$ cat src/core/dsc_regs.svh
// Constants for the drive select and seek controller
// Summary of operation
// Two-bit drive number, active-low select enable
// Hold select low while selected; drive acknowledges
// No ready within 2^16 clocks: selection fault
// Fault after ready deselects, selection fault
// Floppy mode timeout uses motor-on delay
// Step mode seek pulses head-move output
// Head direction shows travel of each pulse
// Restore by step pulses or zero pulse
// Hard mode: one step, wait low, rest, high
// Seek complete dropping while selected: drive fault; code checks it only after a finished step seek in floppy or hard mode
// First pulse unacknowledged in 2^16 clocks: seek error
// Serial mode waits command complete before sending
// Sixteen-bit serial word, per-bit request/acknowledge
// After serial seek, wait or release for overlap
// On track: select head, settle, then transfer
// Sample write protect before write/format; abort
// Write protect held low for hard disks
// Modes: floppy, step hard disk, serial command
// Direction set before first pulse, held stable
`ifndef DSC_REGS_SVH
`define DSC_REGS_SVH
`define DSC_SEL_TIMEOUT     32'h0001_0000
`define DSC_SEEK_TIMEOUT    32'h0001_0000
`define DSC_STEP_WIDTH_NS   32'h0000_03E8
`define DSC_SETUP_NS        32'h0000_03E8
`define DSC_CLK_NS          32'h0000_0064
`define DSC_CMD_BITS        5'h10
`define DSC_RESTORE_MAX     16'hFFFF
`endif

$ cat src/core/dsc_pkg.sv
// Types for the drive select and seek controller
package dsc_pkg;
  typedef enum logic [1:0] {
    DSC_MODE_FLOPPY,
    DSC_MODE_HARD,
    DSC_MODE_SERIAL
  } dsc_mode_t;

  typedef enum logic [2:0] {
    DSC_ERR_NONE,
    DSC_ERR_SELECT,
    DSC_ERR_DRIVE,
    DSC_ERR_SEEK,
    DSC_ERR_PROTECT
  } dsc_err_t;
endpackage

$ cat src/core/dsc_drive_ctrl.sv
// Drive selection, head positioning and write-protect check
`timescale 1ns/100ps
`include "dsc_regs.svh"
module dsc_drive_ctrl #(
  parameter int CNT_W       = 32,
  parameter int SEL_TIMEOUT = `DSC_SEL_TIMEOUT,
  parameter int SEEK_TIMEOUT = `DSC_SEEK_TIMEOUT
) (
  // Clock and reset
  input  wire logic              clk_i,
  input  wire logic              reset_n_i,
  // Configuration
  input  wire dsc_pkg::dsc_mode_t mode_i,
  input  wire logic [CNT_W-1:0]  motor_on_delay_i,
  input  wire logic [CNT_W-1:0]  step_interval_i,
  input  wire logic [CNT_W-1:0]  head_settle_i,
  input  wire logic              restore_by_rtz_i,
  // Command
  input  wire logic              cmd_start_i,
  input  wire logic              cmd_release_i,
  input  wire logic [1:0]        cmd_drive_i,
  input  wire logic              cmd_seek_i,
  input  wire logic              cmd_restore_i,
  input  wire logic              cmd_write_i,
  input  wire logic              cmd_dir_i,
  input  wire logic [15:0]       cmd_steps_i,
  input  wire logic [15:0]       cmd_word_i,
  input  wire logic              cmd_overlap_i,
  input  wire logic [3:0]        cmd_head_i,
  output logic                   busy_o,
  output logic                   done_o,
  output logic                   xfer_go_o,
  output dsc_pkg::dsc_err_t      error_o,
  // Drive cable
  output logic                   drive_select_enable_n_o,
  output logic [1:0]             drive_number_select_o,
  output logic [3:0]             head_select_o,
  input  wire logic              drive_ready_ack_n_i,
  input  wire logic              fault_i,
  output logic                   step_o,
  output logic                   head_direction_o,
  output logic                   return_to_zero_pulse_o,
  input  wire logic              seek_complete_i,
  input  wire logic              track_zero_indicator_i,
  input  wire logic              write_protect_i,
  // Serial command link
  input  wire logic              command_complete_i,
  output logic                   xfer_request_o,
  output logic                   xfer_data_o,
  input  wire logic              xfer_ack_i
);
  localparam logic [CNT_W-1:0] STEP_W =
    CNT_W'((`DSC_STEP_WIDTH_NS + `DSC_CLK_NS - 1) / `DSC_CLK_NS);
  localparam logic [CNT_W-1:0] SETUP_W =
    CNT_W'((`DSC_SETUP_NS + `DSC_CLK_NS - 1) / `DSC_CLK_NS);

  // Refuse counter widths and timeouts the sequencer cannot serve
  if (CNT_W < 17 || CNT_W > 32) begin : g_bad_cnt_w
    $error("CNT_W out of range");
  end
  if (SEL_TIMEOUT < 2 || SEEK_TIMEOUT < 2) begin : g_bad_timeout
    $error("timeout parameters too small");
  end

  typedef enum logic [3:0] {
    S_IDLE, S_SELECT, S_DIR, S_PULSE, S_WAIT_LO, S_GAP, S_WAIT_HI,
    S_SER_WAIT, S_SER_BIT, S_SER_ACK, S_SETTLE, S_ON
  } dsc_state_t;

  dsc_state_t        state;
  logic [CNT_W-1:0]  cnt;
  logic [15:0]       steps;
  logic [15:0]       shreg;
  logic [4:0]        bit_cnt;
  logic              first;
  logic              seeking;
  logic              write_cmd;
  logic              tracking;

  function automatic logic expired(input logic [CNT_W-1:0] c, input logic [CNT_W-1:0] lim);
    expired = (c >= lim - CNT_W'(1));
  endfunction

  wire logic ready = !drive_ready_ack_n_i;
  wire logic [CNT_W-1:0] sel_lim = (mode_i == dsc_pkg::DSC_MODE_FLOPPY) ?
                                   motor_on_delay_i : CNT_W'(SEL_TIMEOUT);

  //----------------------------------------------------------------------
  // Sequencer
  //----------------------------------------------------------------------
  always_ff @(posedge clk_i) begin
    if (!reset_n_i) begin
      state                   <= S_IDLE;
      cnt                     <= '0;
      steps                   <= 16'h0000;
      shreg                   <= 16'h0000;
      bit_cnt                 <= 5'h00;
      first                   <= 1'b0;
      seeking                 <= 1'b0;
      write_cmd               <= 1'b0;
      tracking                <= 1'b0;
      drive_select_enable_n_o <= 1'b1;
      drive_number_select_o   <= 2'h0;
      head_select_o           <= 4'h0;
      step_o                  <= 1'b0;
      head_direction_o        <= 1'b0;
      return_to_zero_pulse_o  <= 1'b0;
      xfer_request_o          <= 1'b0;
      xfer_data_o             <= 1'b0;
      error_o                 <= dsc_pkg::DSC_ERR_NONE;
      done_o                  <= 1'b0;
      xfer_go_o               <= 1'b0;
    end else begin
      done_o    <= 1'b0;
      xfer_go_o <= 1'b0;
      cnt       <= cnt + CNT_W'(1);
      // In floppy and hard modes a selected drive must keep seek complete high after a finished step seek
      if (tracking && !drive_select_enable_n_o && ready && !seeking && !seek_complete_i &&
          mode_i != dsc_pkg::DSC_MODE_SERIAL) begin
        state                   <= S_IDLE;
        error_o                 <= dsc_pkg::DSC_ERR_DRIVE;
        drive_select_enable_n_o <= 1'b1;
        tracking                <= 1'b0;
        done_o                  <= 1'b1;
      end else if (state != S_IDLE && state != S_SELECT && fault_i) begin
        state                   <= S_IDLE;
        error_o                 <= dsc_pkg::DSC_ERR_SELECT;
        drive_select_enable_n_o <= 1'b1;
        step_o                  <= 1'b0;
        return_to_zero_pulse_o  <= 1'b0;
        xfer_request_o          <= 1'b0;
        tracking                <= 1'b0;
        done_o                  <= 1'b1;
      end else begin
        unique case (state)
          S_IDLE: begin
            if (cmd_release_i) begin
              drive_select_enable_n_o <= 1'b1;
              tracking                <= 1'b0;
            end else if (cmd_start_i) begin
              if (drive_select_enable_n_o || drive_number_select_o != cmd_drive_i) begin
                tracking <= 1'b0;
              end
              drive_select_enable_n_o <= 1'b0;
              drive_number_select_o   <= cmd_drive_i;
              head_select_o           <= cmd_head_i;
              seeking                 <= cmd_seek_i || cmd_restore_i;
              write_cmd               <= cmd_write_i;
              steps                   <= cmd_steps_i;
              shreg                   <= cmd_word_i;
              error_o                 <= dsc_pkg::DSC_ERR_NONE;
              cnt                     <= '0;
              state                   <= S_SELECT;
            end
          end
          S_SELECT: begin
            if (ready) begin
              cnt <= '0;
              if (!seeking) begin
                state <= S_SETTLE;
              end else if (mode_i == dsc_pkg::DSC_MODE_SERIAL) begin
                state <= S_SER_WAIT;
              end else begin
                head_direction_o <= cmd_restore_i ? 1'b0 : cmd_dir_i;
                first            <= 1'b1;
                if (cmd_restore_i && !restore_by_rtz_i) begin
                  steps <= `DSC_RESTORE_MAX;
                end
                state <= S_DIR;
              end
            end else if (expired(cnt, sel_lim)) begin
              state                   <= S_IDLE;
              error_o                 <= dsc_pkg::DSC_ERR_SELECT;
              drive_select_enable_n_o <= 1'b1;
              done_o                  <= 1'b1;
            end
          end
          S_DIR: begin
            if (expired(cnt, SETUP_W)) begin
              cnt <= '0;
              if (cmd_restore_i && restore_by_rtz_i) begin
                return_to_zero_pulse_o <= 1'b1;
              end else if (steps == 16'h0000) begin
                seeking <= 1'b0;
                state   <= S_SETTLE;
              end else begin
                step_o <= 1'b1;
                steps  <= steps - 16'h0001;
              end
              if (!(steps == 16'h0000 && !(cmd_restore_i && restore_by_rtz_i))) begin
                state <= S_PULSE;
              end
            end
          end
          S_PULSE: begin
            if (expired(cnt, STEP_W)) begin
              step_o                 <= 1'b0;
              return_to_zero_pulse_o <= 1'b0;
              cnt                    <= '0;
              state                  <= first ? S_WAIT_LO : S_GAP;
            end
          end
          S_WAIT_LO: begin
            if (!seek_complete_i) begin
              first <= 1'b0;
              cnt   <= '0;
              state <= S_GAP;
            end else if (expired(cnt, CNT_W'(SEEK_TIMEOUT))) begin
              state   <= S_IDLE;
              error_o <= dsc_pkg::DSC_ERR_SEEK;
              done_o  <= 1'b1;
            end
          end
          S_GAP: begin
            if (cmd_restore_i && !restore_by_rtz_i && track_zero_indicator_i) begin
              steps <= 16'h0000;
            end
            if (steps == 16'h0000 || (cmd_restore_i && restore_by_rtz_i) ||
                (cmd_restore_i && track_zero_indicator_i)) begin
              cnt   <= '0;
              state <= S_WAIT_HI;
            end else if (expired(cnt, step_interval_i)) begin
              step_o <= 1'b1;
              steps  <= steps - 16'h0001;
              cnt    <= '0;
              state  <= S_PULSE;
            end
          end
          S_WAIT_HI: begin
            if (seek_complete_i) begin
              seeking  <= 1'b0;
              tracking <= 1'b1;
              cnt      <= '0;
              state    <= S_SETTLE;
            end
          end
          S_SER_WAIT: begin
            if (command_complete_i) begin
              bit_cnt <= 5'h00;
              state   <= S_SER_BIT;
            end
          end
          S_SER_BIT: begin
            if (!xfer_ack_i) begin
              xfer_data_o    <= shreg[15];
              xfer_request_o <= 1'b1;
              state          <= S_SER_ACK;
            end
          end
          S_SER_ACK: begin
            if (xfer_ack_i) begin
              xfer_request_o <= 1'b0;
              shreg          <= {shreg[14:0], 1'b0};
              bit_cnt        <= bit_cnt + 5'h01;
              if (bit_cnt == `DSC_CMD_BITS - 5'h01) begin
                seeking <= 1'b0;
                cnt     <= '0;
                if (cmd_overlap_i) begin
                  state  <= S_IDLE;
                  done_o <= 1'b1;
                end else begin
                  state <= S_SETTLE;
                end
              end else begin
                state <= S_SER_BIT;
              end
            end
          end
          S_SETTLE: begin
            if (mode_i == dsc_pkg::DSC_MODE_SERIAL && !command_complete_i) begin
              cnt <= '0;
            end else if (expired(cnt, head_settle_i)) begin
              state <= S_ON;
            end
          end
          S_ON: begin
            if (write_cmd && write_protect_i) begin
              error_o <= dsc_pkg::DSC_ERR_PROTECT;
              done_o  <= 1'b1;
              state   <= S_IDLE;
            end else if (mode_i != dsc_pkg::DSC_MODE_SERIAL || command_complete_i) begin
              xfer_go_o <= 1'b1;
              done_o    <= 1'b1;
              state     <= S_IDLE;
            end
          end
        endcase
      end
    end
  end

  assign busy_o = (state != S_IDLE);
endmodule

$ cat config.mk
export PLATFORM = sky130hd
export DESIGN_NAME = dsc_drive_ctrl
export DESIGN_NICKNAME = d
export VERILOG_FILES = /design/src/core/dsc_pkg.sv /design/src/core/dsc_drive_ctrl.sv
export VERILOG_INCLUDE_DIRS = /design/src /design/src/core
export SDC_FILE = /design/constraint.sdc
export NUM_CORES = 1
export LEC_CHECK = 0
export BUFFER_PORTS_ARGS = -buffer_cell sky130_fd_sc_hd__buf_2
export CELL_PAD_IN_SITES_DETAIL_PLACEMENT = 2
export CELL_PAD_IN_SITES_GLOBAL_PLACEMENT = 2
export CORE_MARGIN = 2
export CORE_UTILIZATION = 35
export CTS_CLUSTER_SIZE = 30
export DETAILED_ROUTE_END_ITERATION = 16
export GPL_TIMING_DRIVEN = 0
export PLACE_DENSITY_LB_ADDON = 0.1
export SYNTH_ARGS = -nofsm -noshare
export SYNTH_HDL_FRONTEND = slang
export SYNTH_SLANG_ARGS = --single-unit
$ cat constraint.sdc
create_clock -name clk_i -period 8.85 [get_ports clk_i]
set_input_delay 0 -clock clk_i [delete_from_list [all_inputs] [get_ports clk_i]]
set_output_delay 0 -clock clk_i [all_outputs]
set_load 0.005 [all_outputs]
==> results.ini, run 1 <==
[power_and_ir_drop]
power_leakage_nw = 4.59
vdd.ir_drop.worst_v = 0.0000888
clock_power_share = 0.290
p_sw_mw = 0.547
p_sw_frac = 0.387
pwr_density_cell_mw_per_mm2 = 131
p_seq_frac = 0.363
p_int_mw = 0.865
comb_power_share = 0.347

[synthesis]
synth_simple_gate_area_frac = 0.301
synthAdderAreaFrac = 0.152
synth_xor_area_frac = 0.114
syn_nets = 1426
ys_ff_latch = 94
synth-compound-area-share = 0.177
synth_top_family_by_area = simple AND/OR/NAND/NOR gates
synth_flop_cell = dfxtp_1
synth_area_leaders = dfxtp_1 21%, ha_1 15%, xnor2_1 6.5%, nor2_1 6.4%, nand2_1 5.3%
syn_area_mm2 = 0.00879
yosysTopAreaCell = dfxtp_1
yosysWarningCount = 0
synth-edff-count = 0
synth_top_area_frac = 0.214
ys_seq_area_frac = 0.214
ys_types = 68
synthArstFlopShare = 0
syn_avg_cell_area_um2 = 7.54
synth_mux_area_frac = 0.0137
synthCells = 1166

[global_route]
met1_usage = 0.322
grt_overflow_total = 0
grtUsageTotal = 0.253
grt_pass1_vias = 10400
grt_max_degree = 20
antenna_found_initial = 4
top_usage_layer = met2
grt_pass1_wl_um = 53900
grtUsageMet3 = 0.0441
grt_use_met2 = 0.448

[final_layout]
final_util = 0.432
layout.cells.most_common_list = 169 x buf_2, 151 x nor2_1, 125 x nand2_1
drive_above_1_share = 0.147
syn_to_final_growth_pct = 22.3
final_common_cell = buf_2
finalNetCount = 1645

[die]
rows = 58
core_mm2 = 0.0249
dieHeight_um = 163
io_pins = 171
initial_utilization = 0.353
dieArea_mm2 = 0.0264
die_w_um = 163

[critical_path]
critPathCaptureType = register
worst_ep_required_time_ns = 9.07
r2r_cells = 11
critPathLaunchType = primary input
crit_arrival_ns = 5.51
crit_path_max_fanout = 10
setup.worst_path.class = in2reg

[clock_network]
cts_root_buffer = clkbuf_16
cts_max_path_buffers = 2
clock-sinks = 94
postCtsSetupBuffers = 0
cts-hold-fix-buffers = 39
cts_tree = done
htree_levels = 3
numCtsBuffers = 9
ctsResizeCount = 0
path_clk_slew_ns = 0.08
clk-insertion-delay-late_ns = 0.37

[sta]
worst_pin_slew_ns = 0.999
tns_ns = 0
finalCriticalPeriod_ns = 5.28
hold_viol_final = 0
period_share = 0.597
rsz0062_at_grt = no
skew_ns = 0.0141
slew_headroom = 0.317
setup_viol = 0
slew_violations = 0
timing.fmax_ghz = 0.189

[placement]
io_buffers = 169
place_hpwl_um = 26200
globalplace.congestion = 0.866

[detailed_routing]
vias = 9663
wl_per_cell_um = 19.1
drtAntennaViolNets = 0
avgViaCountPerCell = 5.61
drtIter0Drc = 310
first_pass_iters = 5
drc = 0
wl_um = 33000

[run_status]
status = complete, no violations

[min_path]
hold_depth = 3
min_path_type = in2reg

[job]
cap_violations = 0

## routing by layer
metal,part of all wire,vias up
met2,0.48,186
li1,-,4709
met4,0.014,2
met3,0.042,44
met1,0.46,4722
met5,0.00036,-
## logic make-up (layout without fill, tap and decap cells)
family	Yosys count	after routing
AO/OA/AOI/OAI	239	239
flip-flops	94	94
adder cells (fa/ha/maj)	107	107
other	0	3
XOR/XNOR	114	114
AND/OR/NAND/NOR	533	533
multiplexers	12	12
buffers and inverters	67	291
## worst paths after layout
kind / to / slack (ns) / startpoint
max: cnt[31]$_SDFF_PN0_ / 3.57 / step_interval_i[7]
min: tracking$_SDFFE_PP0P_ / 0.02 / seek_complete_i
max reg2reg: cnt[31]$_SDFF_PN0_ / 5.00 / cnt[0]$_SDFF_PN0_
min reg2reg: step_o$_SDFFE_PN0P_ / 0.47 / step_o$_SDFFE_PN0P_
## per-stage QoR
step           area [um2]  hold slack [ns]  total power, mW  worst slack (ns)  std cells
2_1_floorplan        8790            0.141            0.814              4.52       1166
3_3_place_gp        10100            0.227            0.973              3.23       1665
3_5_place_dp        10100            0.244            0.991              3.13       1665
4_1_cts             10700          0.00747             1.42              3.48       1720
5_1_grt             10700           0.0242             1.51              3.11       1720
6_report            10800           0.0160             1.41              3.57       1723
## power by group through the flow
stage / registers (mW) / logic (mW) / clock network (mW)
global placement: 0.518 / 0.455 / 0
CTS: 0.512 / 0.487 / 0.421
detailed placement: 0.521 / 0.470 / 0
finish: 0.513 / 0.491 / 0.409
global route: 0.521 / 0.547 / 0.442
floorplan: 0.509 / 0.306 / 0
## worst max-delay path, cell delays in order
cell and delay [ns]:
buf_2 0.12, or3_1 0.38, or3_1 0.35, or3_1 0.45, or3_1 0.48, or4_4 0.54
nor2b_2 0.19, nand2_1 0.09, xor2_1 0.15, ha_1 0.30, nand4_1 0.21, nor4_1 0.54
a21oi_1 0.34, a2111o_1 0.46, nand2_1 0.22, clkbuf_1 0.56, nor2_1 0.12
## sequential cells by signal, summed over array words and instances, names as in the netlist, 2 cells and up
signal                 count
steps                     16
head_select_o              4
shreg                     16
cnt                       32
error_o                    3
drive_number_select_o      2
bit_cnt                    5
state                      4
## area by class of cell
class	count	area (um2)
Timing Repair Buffer	208	1240
Antenna cell	3	7.51
Tap cell	330	413
Fill cell	2956	14100
Multi-Input combinational cell	1005	6660
Clock inverter	7	75.1
Buffer	33	124
Inverter	34	128
Clock buffer	9	225
Sequential cell	94	1880
## Yosys cell counts, types with 9 or more instances
master and n:
a311oi_1 17, ha_1 107, xnor2_1 65, xor2_1 49, nor4_1 24, nand2_1 125
or3_1 17, o22ai_1 17, nand2b_1 12, clkbuf_1 33, nand3_1 54, o21ai_0 49
a21oi_1 68, nor2_1 151, or4_1 10, a21o_1 16, nor2b_1 9, a211oi_1 11
inv_1 34, nor3_1 45, dfxtp_1 94, nand4_1 23, mux2i_1 12, and3_1 14
No activity file was read; power rests on OpenSTA's default activity.
==> run 2: changes to the inputs <==
- CORE_UTILIZATION: 35 -> 29
- clock period: 8.85 -> 4.43 ns (I/O delays scaled with it)
==> results.ini, run 2 (synthesized netlist as in run 1, its figures left out) <==
[clock_network]
path_clk_slew_ns = 0.07
cts_max_path_buffers = 2
clock-sinks = 94
cts_tree = done
numCtsBuffers = 9
htree_levels = 3
cts_root_buffer = clkbuf_16
clk-insertion-delay-late_ns = 0.37

[die]
initial_utilization = 0.296
dieArea_mm2 = 0.0317
io_pins = 171
rows = 63
dieHeight_um = 178
die_w_um = 178
core_mm2 = 0.0297

[placement]
globalplace.congestion = 0.854
place_hpwl_um = 26900
io_buffers = 169
place_inst = 1725

[final_layout]
regMostFlops = cnt
largest_register_ffs = 32
syn_to_final_growth_pct = 31.7
reg.largest.list = cnt (32), shreg (16), steps (16)
layout.cells.most_common_list = 167 x buf_2, 138 x nor2_1, 123 x nand2_1
nFillCells = 3471
finalNonFillerCells = 1809
drive_above_1_share = 0.206
final_common_cell = buf_2
finalNetCount = 1671

[critical_path]
cp_top_family = simple AND/OR/NAND/NOR gates
timing.critical_path.mode_cell = or3_4
cpPeakStageDelay_ns = 0.55
cpMaxStageDelayCell = or4_4
critPathBufInv = 4
critPathLaunchType = primary input
path_cells = buf_8 -> or3_4 -> or3_4 -> or3_4 -> or3_1 -> or4_4 -> nor2b_2 -> nand2_1 -> xor2_1 -> ha_1 -> nand4_1 -> buf_6 -> nor3_4 -> a22oi_2 -> o211ai_1 -> a21oi_2 -> buf_4 -> a2111o_1 -> nand2_4 -> clkbuf_16 -> nor2_2
worst_ep_required_time_ns = 4.68
setup.worst_path.class = in2reg
crit_path_max_fanout = 7
crit_arrival_ns = 4.76
critPathCaptureType = register

[global_route]
grt_max_degree = 16
antenna_found_initial = 4
grtUsageTotal = 0.215
grt_pass1_wl_um = 54000
grt_pass1_vias = 10300
grt_overflow_total = 0

[detailed_routing]
first_pass_iters = 4
drtAntennaViolNets = 0
vias = 9763
drc = 0
avgViaCountPerCell = 5.40
wl_um = 34800
drtIter0Drc = 336
wl_per_cell_um = 19.2

[sta]
holdWs_ns = 0.0189
timing.fmax_ghz = 0.222
period_share = 1.02
worst_pin_slew_ns = 1.03
setup_viol = 41
slew_violations = 0
skew_ns = 0.0145
hold_viol_final = 0
slew_headroom = 0.309
rsz0062_at_grt = yes
finalCriticalPeriod_ns = 4.50
fin_ws_ns = -0.0733

[power_and_ir_drop]
p_sw_frac = 0.383
clock_power_share = 0.269
p_int_mw = 1.83
pwr_density_cell_mw_per_mm2 = 255
p_sw_mw = 1.13
power_leakage_nw = 4.86
p_seq_frac = 0.347
vdd.ir_drop.worst_v = 0.000173
comb_power_share = 0.384
power_mw = 2.96

[job]
cap_violations = 0

[run_status]
status = finished, violations left
violations = setup timing

[min_path]
min_path_type = in2reg

## run 2: changes by cell type in the layout (fill, tap and decap cells not counted), moves of 5 or more
cell / previous run / this run
o22ai_2: 0 / 9
buf_4: 0 / 19
buf_6: 0 / 5
clkbuf_16: 9 / 14
nor2_4: 0 / 10
nor2_1: 151 / 138
o22ai_1: 17 / 8
## run 2: timing repair
item | 4_1_cts | 5_1_grt
hold endpoints to repair | 38 | 0
pin swaps | 10 | 35
cloned | 3 | 1
hold buffers | 39 | 0
setup endpoints to repair | 59 | 58
gates resized for setup | 49 | 63
setup buffers | 13 | 10
## run 2: cell type report
cell class | instances | area, um2 | share of cell area
Tap cell | 390 | 488 | 0.0421
Multi-Input combinational cell | 1005 | 7080 | 0.611
Clock buffer | 12 | 256 | 0.0221
Sequential cell | 94 | 1880 | 0.162
Antenna cell | 3 | 7.51 | 0.000648
Clock inverter | 4 | 30.0 | 0.00259
Inverter | 34 | 128 | 0.0110
Timing Repair Buffer | 235 | 1520 | 0.131
Buffer | 32 | 200 | 0.0173
## run 2: final timing paths
kind	startpoint	to	slack [ns]	cells past startpoint
min	cmd_steps_i[1]	steps[1]$_SDFFE_PN0P_	0.02	4
min reg2reg	step_o$_SDFFE_PN0P_	step_o$_SDFFE_PN0P_	0.46	2
max	step_interval_i[7]	cnt[23]$_SDFF_PN0_	-0.07	21
max reg2reg	state[1]$_SDFFE_PP0P_	steps[9]$_SDFFE_PN0P_	0.79	12
## run 2: power by group through the flow
stage | combinational [mW] | clock (mW) | sequential [mW]
3_5_place_dp | 0.951 | 0 | 1.04
5_1_grt | 1.26 | 0.857 | 1.04
3_3_place_gp | 0.923 | 0 | 1.04
6_report | 1.14 | 0.797 | 1.03
4_1_cts | 1.05 | 0.821 | 1.02
2_1_floorplan | 0.611 | 0 | 1.02
## run 2: per-layer routing
metal,global-route usage,up-vias,wire [um]
li1,-,4753,-
met1,0.280,4834,16400
met2,0.376,146,16700
met3,0.0369,28,1290
met4,0.0369,2,329
met5,0,-,13
## run 2: through the flow
stage | setup WS [ns] | TNS [ns] | area (um2) | utilization
after floorplan | 0.100 | 0 | 8790 | -
after global placement | -1.25 | -52.18 | 10100 | 0.341
after detailed placement | -1.40 | -59.81 | 10100 | 0.341
after CTS | -0.0471 | -0.203 | 11200 | 0.376
after global routing | -0.248 | -10.66 | 11600 | 0.390
final | -0.0733 | -1.96 | 11600 | 0.390
## run 2: worst register-to-register path, delay by kind of cell, from the launching register on
kind	cells	cell delay, ns
DFF	1	0.31
AOI/OAI and AO/OA	3	0.94
buffers and inverters	4	1.11
and+or+nand+nor	5	1.15
